==> src/hw/srxis_pkg.sv <==
// Purpose: constants for the receive-side serial interrupt sources
// Assumes: apb register map, 32-bit aligned words
// Notes:   offsets are byte addresses
package srxis_pkg;
  // ----------------------------------------------------------------
  // register offsets
  // ----------------------------------------------------------------
  localparam logic [7:0] RX_CMD_STATUS_REG_OFF = 8'h00;
  localparam logic [7:0] RX_INT_CTRL_REG_OFF = 8'h04;
  localparam logic [7:0] DAISY_CHAIN_CTRL_REG_OFF = 8'h08;
  localparam logic [7:0] CFG_OFF  = 8'h0c;
  localparam logic [7:0] STAT_OFF = 8'h10;
  localparam logic [7:0] VEC_OFF  = 8'h14;
  // ----------------------------------------------------------------
  // fields and values
  // ----------------------------------------------------------------
  localparam int HUNT_BIT  = 7;
  localparam int IDLE_BIT  = 6;
  localparam int BRK_BIT   = 5;
  localparam int BND_BIT   = 2;
  localparam int PAR_BIT   = 1;
  localparam int OVR_BIT   = 0;
  localparam logic [3:0] CMD_SEL_LEVEL = 4'h6;
  localparam int NTYPES    = 6;
  localparam logic [1:0] ACK_EDGE   = 2'h0;
  localparam logic [1:0] ACK_SINGLE = 2'h1;
  localparam logic [1:0] ACK_RSVD   = 2'h2;
  localparam logic [1:0] ACK_DOUBLE = 2'h3;
  localparam logic [7:0] RX_INT_CTRL_REG_RST   = 8'h00;
  localparam logic [7:0] VEC_RST    = 8'h00;
  typedef enum logic [1:0] {
    ACK_IDLE  = 2'b00,
    ACK_FIRST = 2'b01,
    ACK_RESP  = 2'b10
  } srxis_ack_type;
endpackage

==> src/hw/srxis_top.sv <==
// Purpose: receive status / data interrupt sources with priority chain
// Assumes: host strobes are synchronous to pclk, active-low levels
// Notes:   transmit, pin and misc types arrive as request inputs
//
// Behaviour
// - edge style on muxed bus: low ack at address strobe rise ignores address
// - edge style on plain bus: ack level captured at each read or data strobe
// - edge style with data strobe: direction ignored when ack sampled low
// - wait output asserted only in acknowledge cycles, never in register cycles
// - ready output asserted later in acknowledge cycles than in reads; never asserted in reads here
// - priority: rx status, rx data, tx status, tx data, pin, misc
// - each type owns one enable, one pending and one under-service bit
// - hunt exit flag bit 7 rises on sync or flag, may set pending
// - idle flag bit 6 rises after run of ones; avoid arming in async
// - break/abort flag bit 5 rises on break or abort, may set pending
// - armed read of boundary-tagged character sets status pending
// - armed read of parity or queued-abort character sets status pending
// - armed read of overrun-tagged character sets status pending
// - armed set bit stays latched until software writes one there
// - idle and async break clear only after unlatch and condition end
// - six arm bits in low byte of control; unarmed source never pends
// - arms of hunt, idle, break leave status alone; others change it
// - data pending when character arrives with count equal to level
// - data pending when boundary character written below level
// - queue reads never clear data pending or under-service bits
// - boundary read latches status; next status read releases it
// - style field: 00 edge, 01 single pulse, 11 double, 10 reserved
// - ack with chain in high sets top under-service and drives vector
//
// Added by the designer: the register offsets and the APB interface to the registers.
`timescale 1ns/1ps
module srxis_top #(
  parameter int QDEPTH_W = 6
) (
  input  wire logic        pclk,
  input  wire logic        presetn,
  input  wire logic        psel,
  input  wire logic        penable,
  input  wire logic        pwrite,
  input  wire logic [7:0]  paddr,
  input  wire logic [31:0] pwdata,
  output logic      [31:0] prdata,
  output logic             pready,
  output logic             pslverr,
  input  wire logic        int_acknowledge_pin_n,
  input  wire logic        address_strobe_pin_n,
  input  wire logic        data_strobe_pin_n,
  input  wire logic        read_strobe_pin_n,
  input  wire logic        read_write_select,
  input  wire logic        chain_in_pin,
  output logic             chain_out_pin,
  output logic             wait_ready_pin_n,
  output logic      [7:0]  ad_out,
  output logic             ad_oe,
  output logic             cycle_is_write,
  output logic             cycle_is_read,
  input  wire logic        hunt_exit_evt,
  input  wire logic        idle_line_level,
  input  wire logic        break_level,
  input  wire logic        abort_evt,
  input  wire logic        async_mode,
  input  wire logic        bitframe_mode,
  input  wire logic        rx_write,
  input  wire logic        rx_write_bound,
  input  wire logic [QDEPTH_W-1:0] rx_count,
  input  wire logic        rx_read,
  input  wire logic        rx_read_bound,
  input  wire logic        rx_read_parity,
  input  wire logic        rx_read_abort,
  input  wire logic        rx_read_overrun,
  input  wire logic [3:0]  low_type_req
);
  initial begin
    if (QDEPTH_W < 1 || QDEPTH_W > 8) begin
      $error("QDEPTH_W out of range");
    end
  end
  // ----------------------------------------------------------------
  // state
  // ----------------------------------------------------------------
  typedef struct packed {
    logic [7:0]  status;
    logic [7:0]  bound_hold;
    logic [7:0]  arm;
    logic [7:0]  level;
    logic        sel_level;
    logic [5:0]  ie;
    logic [5:0]  ip;
    logic [5:0]  int_under_service_bit;
    logic [1:0]  ack_style;
    logic        muxed;
    logic        wait_mode;
    logic        queued_abort;
    logic [7:0]  vector;
    logic        as_d;
    logic        ds_d;
    logic        ia_d;
    logic        ack_cap;
    srxis_pkg::srxis_ack_type ack;
    logic        frozen;
    logic [1:0]  unl;
    logic [1:0]  rdy_cnt;
    logic [7:0]  ad;
    logic        ad_oe;
    logic        rd;
    logic        wr;
    logic [31:0] prdata;
  } srxis_state_type;
  srxis_state_type s_r;
  srxis_state_type s_nxt;
  function automatic logic [5:0] top_one(input logic [5:0] v);
    logic [5:0] o;
    o = 6'h00;
    for (int i = srxis_pkg::NTYPES - 1; i >= 0; i--) begin
      if (v[i]) begin
        o = 6'h00;
        o[i] = 1'b1;
      end
    end
    return o;
  endfunction
  logic        acc;
  logic        wr_en;
  logic        rd_en;
  logic        mapped;
  logic [5:0]  req;
  logic [5:0]  blocked;
  logic [5:0]  grant;
  logic        requesting;
  logic        strobe_fall;
  logic        ack_start;
  logic        ack_go;
  logic [7:0]  setv;
  logic [7:0]  clr_w;
  logic [1:0]  line_on;
  assign acc    = psel & penable;
  assign mapped = paddr <= srxis_pkg::VEC_OFF && paddr[1:0] == 2'b00;
  assign wr_en  = acc & pwrite & mapped;
  assign rd_en  = acc & ~pwrite & mapped;
  assign line_on = {async_mode & break_level, idle_line_level};
  // ----------------------------------------------------------------
  // priority chain
  // ----------------------------------------------------------------
  // bit 0 is rx status; a lower bit outranks a higher bit
  always_comb begin
    blocked = 6'h00;
    for (int i = 1; i < srxis_pkg::NTYPES; i++) begin
      blocked[i] = blocked[i-1] | s_r.int_under_service_bit[i-1];
    end
  end
  assign req        = s_r.ip & s_r.ie & ~blocked & ~s_r.int_under_service_bit;
  assign requesting = |req;
  assign grant      = top_one(req);
  assign strobe_fall = (s_r.ds_d & ~data_strobe_pin_n) | (s_r.ds_d & ~read_strobe_pin_n);
  // ----------------------------------------------------------------
  // next state
  // ----------------------------------------------------------------
  always_comb begin
    s_nxt = s_r;
    setv = 8'h00;
    clr_w = 8'h00;
    ack_start = 1'b0;
    ack_go = 1'b0;
    s_nxt.as_d = address_strobe_pin_n;
    s_nxt.ds_d = data_strobe_pin_n & read_strobe_pin_n;
    s_nxt.ia_d = int_acknowledge_pin_n;
    s_nxt.rd = 1'b0;
    s_nxt.wr = 1'b0;
    // acknowledge capture by style
    case (s_r.ack_style)
      srxis_pkg::ACK_EDGE: begin
        if (s_r.muxed && !s_r.as_d ^ !address_strobe_pin_n && address_strobe_pin_n) begin
          s_nxt.ack_cap = ~int_acknowledge_pin_n;
        end
        if (!s_r.muxed && strobe_fall) begin
          s_nxt.ack_cap = ~int_acknowledge_pin_n;
        end
        ack_start = strobe_fall && (s_r.muxed ? s_r.ack_cap : ~int_acknowledge_pin_n);
        // address and direction disregarded in acknowledge cycles
        if (strobe_fall && !ack_start) begin
          s_nxt.rd = read_write_select;
          s_nxt.wr = ~read_write_select;
        end
      end
      srxis_pkg::ACK_SINGLE: ack_start = s_r.ia_d & ~int_acknowledge_pin_n;
      srxis_pkg::ACK_DOUBLE: begin
        if (s_r.ia_d && !int_acknowledge_pin_n) begin
          if (s_r.ack == srxis_pkg::ACK_IDLE) begin
            s_nxt.ack = srxis_pkg::ACK_FIRST;
            s_nxt.frozen = requesting;
          end else begin
            ack_start = 1'b1;
          end
        end
      end
      default: ack_start = 1'b0; // reserved style answers nothing
    endcase
    if (ack_start) begin
      s_nxt.frozen = requesting;
      if (chain_in_pin && requesting) begin
        ack_go = 1'b1;
        s_nxt.int_under_service_bit = s_r.int_under_service_bit | grant;
        for (int i = 0; i < srxis_pkg::NTYPES; i++) begin
          if (grant[i]) begin
            s_nxt.ad = {s_r.vector[7:3], 3'(i)};
          end
        end
        s_nxt.ad_oe = 1'b1;
        s_nxt.ack = srxis_pkg::ACK_RESP;
        s_nxt.rdy_cnt = 2'h3;
      end else begin
        s_nxt.ack = srxis_pkg::ACK_IDLE;
      end
    end
    if (s_r.ack == srxis_pkg::ACK_RESP && s_r.rdy_cnt != 2'h0) begin
      s_nxt.rdy_cnt = s_r.rdy_cnt - 2'h1;
    end
    if ((s_r.ack == srxis_pkg::ACK_IDLE ||
         (s_r.ack == srxis_pkg::ACK_RESP && s_r.rdy_cnt == 2'h0)) &&
        data_strobe_pin_n && read_strobe_pin_n && int_acknowledge_pin_n) begin
      s_nxt.ack = srxis_pkg::ACK_IDLE;
      s_nxt.ad_oe = 1'b0;
      s_nxt.frozen = 1'b0;
    end
    // ---- status sources
    setv[srxis_pkg::HUNT_BIT] = hunt_exit_evt;
    setv[srxis_pkg::IDLE_BIT] = idle_line_level;
    setv[srxis_pkg::BRK_BIT]  = (async_mode & break_level) | (bitframe_mode & abort_evt);
    setv[srxis_pkg::BND_BIT]  = rx_read & rx_read_bound & s_r.arm[srxis_pkg::BND_BIT];
    setv[srxis_pkg::PAR_BIT]  = rx_read & s_r.arm[srxis_pkg::PAR_BIT] & (rx_read_parity |
                                (bitframe_mode & s_r.queued_abort & rx_read_abort));
    setv[srxis_pkg::OVR_BIT]  = rx_read & rx_read_overrun & s_r.arm[srxis_pkg::OVR_BIT];
    if (wr_en && paddr == srxis_pkg::RX_CMD_STATUS_REG_OFF) begin
      clr_w = pwdata[7:0] & s_r.status;
      if (pwdata[15:12] == srxis_pkg::CMD_SEL_LEVEL) begin
        s_nxt.sel_level = 1'b1;
      end
    end
    for (int b = 0; b < 8; b++) begin
      if (setv[b]) begin
        s_nxt.status[b] = 1'b1;
      end else if (clr_w[b]) begin
        s_nxt.status[b] = 1'b0;
      end
    end
    // a line condition still present keeps its bit until it ends
    for (int u = 0; u < 2; u++) begin
      if (clr_w[srxis_pkg::IDLE_BIT - u] && line_on[u]) begin
        s_nxt.unl[u] = 1'b1;
      end else if (s_r.unl[u] && !line_on[u] && !setv[srxis_pkg::IDLE_BIT - u]) begin
        s_nxt.status[srxis_pkg::IDLE_BIT - u] = 1'b0;
        s_nxt.unl[u] = 1'b0;
      end
    end
    if (rx_read && rx_read_bound) begin
      s_nxt.bound_hold = 8'h01;
    end else if (rd_en && paddr == srxis_pkg::RX_CMD_STATUS_REG_OFF) begin
      s_nxt.bound_hold = 8'h00;
    end
    // pending sets: only armed rising status raises rx status pending
    if ((setv & ~s_r.status & s_r.arm) != 8'h00) begin
      s_nxt.ip[0] = 1'b1;
    end
    if (rx_write && (rx_count == QDEPTH_W'(s_r.level) ||
        (rx_write_bound && rx_count < QDEPTH_W'(s_r.level)))) begin
      s_nxt.ip[1] = 1'b1;
    end
    for (int t = 2; t < srxis_pkg::NTYPES; t++) begin
      if (low_type_req[t-2]) begin
        s_nxt.ip[t] = 1'b1;
      end
    end
    // ---- register writes (hardware sets win over clears)
    if (wr_en) begin
      case (paddr)
        srxis_pkg::RX_INT_CTRL_REG_OFF: begin
          s_nxt.arm = pwdata[7:0];
          if (s_r.sel_level) begin
            s_nxt.level = pwdata[15:8];
            s_nxt.sel_level = 1'b0;
          end
        end
        srxis_pkg::DAISY_CHAIN_CTRL_REG_OFF: begin
          for (int t = 0; t < srxis_pkg::NTYPES; t++) begin
            if (pwdata[t] && !(s_nxt.ip[t] && !s_r.ip[t])) begin
              s_nxt.ip[t] = 1'b0;
            end
            if (pwdata[8+t] && !(ack_go && grant[t])) begin
              s_nxt.int_under_service_bit[t] = 1'b0;
            end
          end
          s_nxt.ie = pwdata[21:16];
        end
        srxis_pkg::CFG_OFF: begin
          s_nxt.ack_style    = pwdata[1:0];
          s_nxt.muxed        = pwdata[2];
          s_nxt.wait_mode    = pwdata[3];
          s_nxt.queued_abort = pwdata[8];
        end
        srxis_pkg::VEC_OFF: begin
          s_nxt.vector = pwdata[7:0];
        end
        default: s_nxt.vector = s_r.vector;
      endcase
    end
    s_nxt.prdata = 32'h0;
    case (paddr)
      srxis_pkg::RX_CMD_STATUS_REG_OFF: s_nxt.prdata = {23'h0, s_r.bound_hold[0], s_r.status};
      srxis_pkg::RX_INT_CTRL_REG_OFF: s_nxt.prdata = {16'h0, s_r.level, s_r.arm};
      srxis_pkg::DAISY_CHAIN_CTRL_REG_OFF: s_nxt.prdata = {10'h0, s_r.ie, 2'h0, s_r.int_under_service_bit, 2'h0, s_r.ip};
      srxis_pkg::CFG_OFF:  s_nxt.prdata = {23'h0, s_r.queued_abort, 4'h0, s_r.wait_mode,
                                           s_r.muxed, s_r.ack_style};
      srxis_pkg::STAT_OFF: s_nxt.prdata = {29'h0, s_r.ack, s_r.frozen};
      srxis_pkg::VEC_OFF:  s_nxt.prdata = {24'h0, s_r.vector};
      default:             s_nxt.prdata = 32'h0;
    endcase
  end
  always_ff @(posedge pclk or negedge presetn) begin
    if (!presetn) begin
      s_r <= '0;
      s_r.as_d <= 1'b1;
      s_r.ds_d <= 1'b1;
      s_r.ia_d <= 1'b1;
      s_r.arm <= srxis_pkg::RX_INT_CTRL_REG_RST;
      s_r.vector <= srxis_pkg::VEC_RST;
      s_r.ack <= srxis_pkg::ACK_IDLE;
    end else begin
      s_r <= s_nxt;
    end
  end
  // ----------------------------------------------------------------
  // outputs
  // ----------------------------------------------------------------
  // apb answers in the access cycle; read data held from setup
  assign pready  = 1'b1;
  assign pslverr = acc & ~mapped;
  assign prdata  = s_r.prdata;
  assign ad_out  = s_r.ad;
  assign ad_oe   = s_r.ad_oe;
  assign cycle_is_read  = s_r.rd;
  assign cycle_is_write = s_r.wr;
  // chain out forced low while requesting or frozen in an acknowledge
  assign chain_out_pin = chain_in_pin & ~requesting & ~s_r.frozen & ~(|s_r.int_under_service_bit);
  // wait style: low only while the vector is settling; ready: low once valid
  assign wait_ready_pin_n = (s_r.ack != srxis_pkg::ACK_RESP) ? 1'b1 :
                            (s_r.wait_mode ? (s_r.rdy_cnt == 2'h0) :
                             (s_r.rdy_cnt != 2'h0));
endmodule

==> config.mk <==
export PLATFORM = sky130hd
export DESIGN_NAME = srxis_top
export DESIGN_NICKNAME = d
export VERILOG_FILES = /design/src/hw/srxis_pkg.sv /design/src/hw/srxis_top.sv
export SDC_FILE = /design/constraint.sdc
export NUM_CORES = 1
export LEC_CHECK = 0
export ABC_CLOCK_PERIOD_IN_PS = 2200
export BUFFER_PORTS_ARGS = -buffer_cell sky130_fd_sc_hd__clkbuf_2
export CAP_MARGIN = 40
export CORE_UTILIZATION = 25
export CTS_CLUSTER_DIAMETER = 50
export DETAILED_ROUTE_END_ITERATION = 8
export HOLD_SLACK_MARGIN = 0.15
export PLACE_DENSITY_LB_ADDON = 0.15
export SYNTH_ARGS = -nofsm -noshare
export SYNTH_HDL_FRONTEND = slang
export SYNTH_SLANG_ARGS = --single-unit
export TNS_END_PERCENT = 20
==> constraint.sdc <==
create_clock -name pclk -period 2.2 [get_ports pclk]
set_clock_uncertainty 0.2 [all_clocks]
set_input_delay 0 -clock pclk [delete_from_list [all_inputs] [get_ports pclk]]
set_output_delay 0 -clock pclk [all_outputs]
set_load 0.02 [all_outputs]
==> results by group <==
Outcome
  – Status: finished with violations
  – Failing checks: negative setup slack

Placed design
  – IO buf count: 99
  – Placed Cells: 775
  – HPWL after detailed placement: 10.5 mm
  – Final weighted congestion in routability-driven placement: 0.763
  – DP Worst Slack: -0.0705 ns

Clock network
  – Htree depth: 3
  – Number of CTS-inserted buffers: 9
  – Skew-Pair Late Insertion Delay: 0.36 ns
  – Sink Count: 99
  – Clk pin slew, worst setup/hold paths: 0.07 ns
  – Worst-case clock buffer depth: 2
  – Clock root cell: clkbuf_16
  – CTS tree: done

Logic synthesis
  – Mux contribution to synthesized area: 0.105
  – Post-Synthesis Cells: 438
  – Synth unique cells: 62
  – Largest family of logic cells by synthesized area: simple AND/OR/NAND/NOR gates
  – Largest cells by area after synthesis: dfrtp_1 (50%), mux2_2 (8.2%), buf_4 (6.4%), nand2_1 (4.3%), mux2i_1 (1.9%)
  – Yosys warning total: 0
  – Synth Area in Compound Gates: 0.0985
  – #FFs+latches synth: 99
  – Top cells by count, synth: dfrtp_1 (96), nand2_1 (55), buf_4 (41)
  – Xor and xnor area share after synthesis: 0.00182
  – Synth area leader: dfrtp_1
  – EDFF count, synth: 0
  – Synth Area in Adders: 0.0182
  – Post-synthesis simple-gate area fraction: 0.165
  – Ys async rst share: 1.00
  – Mean Syn Cell Area: 11.0 um^2
  – Cell area after synthesis: 0.00480 mm^2
  – Count leader, synth: dfrtp_1
  – Main synth FF type: dfrtp_1
  – Seq/Total Area, Yosys: 0.517
  – Share of the synthesized area in the top cell type: 0.500

Worst setup path
  – CP top delay family: simple AND/OR/NAND/NOR gates
  – Worst-path cell chain: and3b_1 > a31o_2 > or4b_4 > buf_6 > nor2_4 > buf_8
  – Element type at the critical path end: output pin
  – Worst path arrival time: 2.12 ns
  – Critical path class: reg2out
  – Startpoint Class: flop
  – Worst endpoint required time: 2.00 ns
  – CP max FO: 6
  – Reg2reg start: blocked[1]$_DFF_PN0_
  – Slowest stage cell, crit path: or4b_4
  – Worst Setup SP: blocked[1]$_DFF_PN0_
  – Slowest Stage Delay on Critical Path: 0.55 ns
  – Crit path buffers/inverters: 2

Job
  – Max-cap check violation count: 0

Route
  – Drt wl/cell: 16.2 um
  – DR top layer: met4
  – Via count: 3863
  – Drt first pass iters: 4
  – Met3 WL: 557 um
  – WL met1: 6.35 mm
  – Antenna-violating nets left: 0
  – DR vias/cell: 4.48
  – Post-Route WL: 14.0 mm
  – Met2 WL: 6.75 mm
  – Residual DRC: 0
  – Drt initial violations: 181

STA
  – RSZ-0062 raised after global routing: true
  – Final Setup Violations: 7
  – Period utilisation layout: 1.05
  – Slew @ Worst Pin: 0.710 ns
  – Count of final hold-check violations: 0
  – FMAX: 0.431 GHz
  – Pins Over Slew Limit: 0
  – Slew headroom: 0.527
  – Fin crit period: 2.32 ns
  – Worst Setup Slack, final: -0.118 ns

Layout
  – Nets: 706
  – Diode count: 0
  – Layout cells sized above 1: 0.361
  – Fin cells: 863
  – Area Overhead vs Synth: 40.4%

Global routing
  – Vias in the first global route: 4129
  – Initial antenna violation count: 0
  – Grt ovf: 0
  – Largest net degree at the start of global routing: 53
  – GRT Util Overall: 0.150
  – Global-route wire length before repair: 22.3 mm

Floorplan
  – IO Pins: 121
  – Chip width: 141 um
  – Die ar.: 0.0198 mm^2
  – Overall die height: 141 um
  – Starting Density: 0.256
  – Core area: 0.0188 mm^2
  – Row cnt: 50

Pwr
  – Power Total: 0.00402 W
  – Peak supply drop: 0.000352 V
  – Combinational share of power: 0.117
  – Leak: 3.39 nW
  – Clock share of power: 0.411
  – PwrDens: 596 mW/mm^2
  – Sequential power share: 0.473
  – Internal power: 0.00304 W
  – P_sw: 0.000981 W
  – Sw frac: 0.244

Hold path
  – Hold WC Path Type: in2reg
  – HP Start: paddr[1]
[tightest hold or removal path: stages]
cell and delay, ns:
clkbuf_2 0.07, or4_4 0.10, or3_4 0.10, buf_6 0.15, buf_4 0.14, o32ai_1 0.09
[kinds of logic after synthesis]
logic type | count (synthesis)
other | 2
adders and majority gates | 7
xor gates and xnor gates | 1
buffers and inverters | 70
and+or+nand+nor | 147
AOI/OAI and AO/OA | 67
DFF | 99
muxes | 45
[power by group through the flow]
stage,Sequential (W),Clock [W],Combinational (W)
floorplan,0.00193,0,0.000181
global placement,0.00193,0,0.000365
detailed placement,0.00194,0,0.000372
CTS,0.00190,0.00171,0.000470
global route,0.00190,0.00177,0.000519
finish,0.00190,0.00165,0.000468
[layout by cell type, fill, tap and decap left out, types with 3 or more instances in the layout]
cell type	n
a21oi_1	9
a22o_1	9
a22oi_1	3
a31oi_1	12
and2_1	11
buf_4	46
buf_6	3
clkbuf_16	9
clkbuf_2	98
conb_1	11
dfrtp_1	96
dfstp_2	3
dlygate4sd3_1	67
ha_1	7
inv_1	19
mux2_2	31
mux2_4	4
mux2i_1	9
nand2_1	55
nand2b_1	3
nand3_1	7
nand4_1	4
nor2_1	23
nor3_1	10
nor3_4	3
nor3b_1	5
nor4_1	3
o21ai_0	8
o22ai_1	3
[per-stage QoR]
stage | hold WS [ns] | TNS [ns] | util | cell area [um^2]
global route | 0.174 | -0.962 | 0.359 | 6750
detailed placement | -0.0946 | -0.799 | 0.301 | 5640
CTS | 0.160 | -0.980 | 0.355 | 6660
global placement | -0.0943 | -0.470 | 0.301 | 5640
floorplan | -0.496 | 0 | - | 4860
finish | 0.140 | -0.169 | 0.359 | 6750
[per-layer routing]
metal / vias to the layer above / global-route usage
met5: - / 0
li1: 1870 / -
met3: 20 / 0.0245
met1: 1861 / 0.192
met4: 0 / 0.0629
met2: 112 / 0.251
[timing repair]
| action | 4_1_cts | 5_1_grt |
|---|---|---|
| hold buffers | 68 | 1 |
| setup buffers | 1 | 3 |
| gates resized for setup | 7 | 15 |
| endpoints found under the setup margin | 9 | 23 |
| pin swaps | 0 | 4 |
| hold endpoints to repair | 170 | 1 |
[path summary, 6_finish.rpt]
| kind | to | slack [ns] | depth (start not counted) |
|---|---|---|---|
| worst min-delay path | prdata[5]$_DFF_PN0_ | 0.14 | 6 |
| min in group asynchronous | prdata[15]$_DFF_PN0_ | 0.58 | 3 |
| max in group asynchronous | s_r[52]$_DFF_PN1_ | 0.49 | 4 |
| worst max register to register | ad_out[5]$_DFFE_PN0P_ | -0.03 | 5 |
| worst min register to register | prdata[15]$_DFF_PN0_ | 0.28 | 1 |
| worst max-delay path | chain_out_pin | -0.12 | 6 |
[cell type report]
class	instances	area [um^2]
Fill cell	1934	12000
Sequential cell	99	2480
Multi-Input combinational cell	278	1990
Timing Repair Buffer	218	1610
Tap cell	234	293
Clock buffer	12	256
Inverter	19	71.3
Clock inverter	3	46.3
[registers in the layout (all words and copies together) (netlist names)]
signal,count
s_r,65
prdata,22
ad_out,8
cycle_is_read,1
blocked,1
ad_oe,1
cycle_is_write,1
Power figures use the tool's default switching activity.
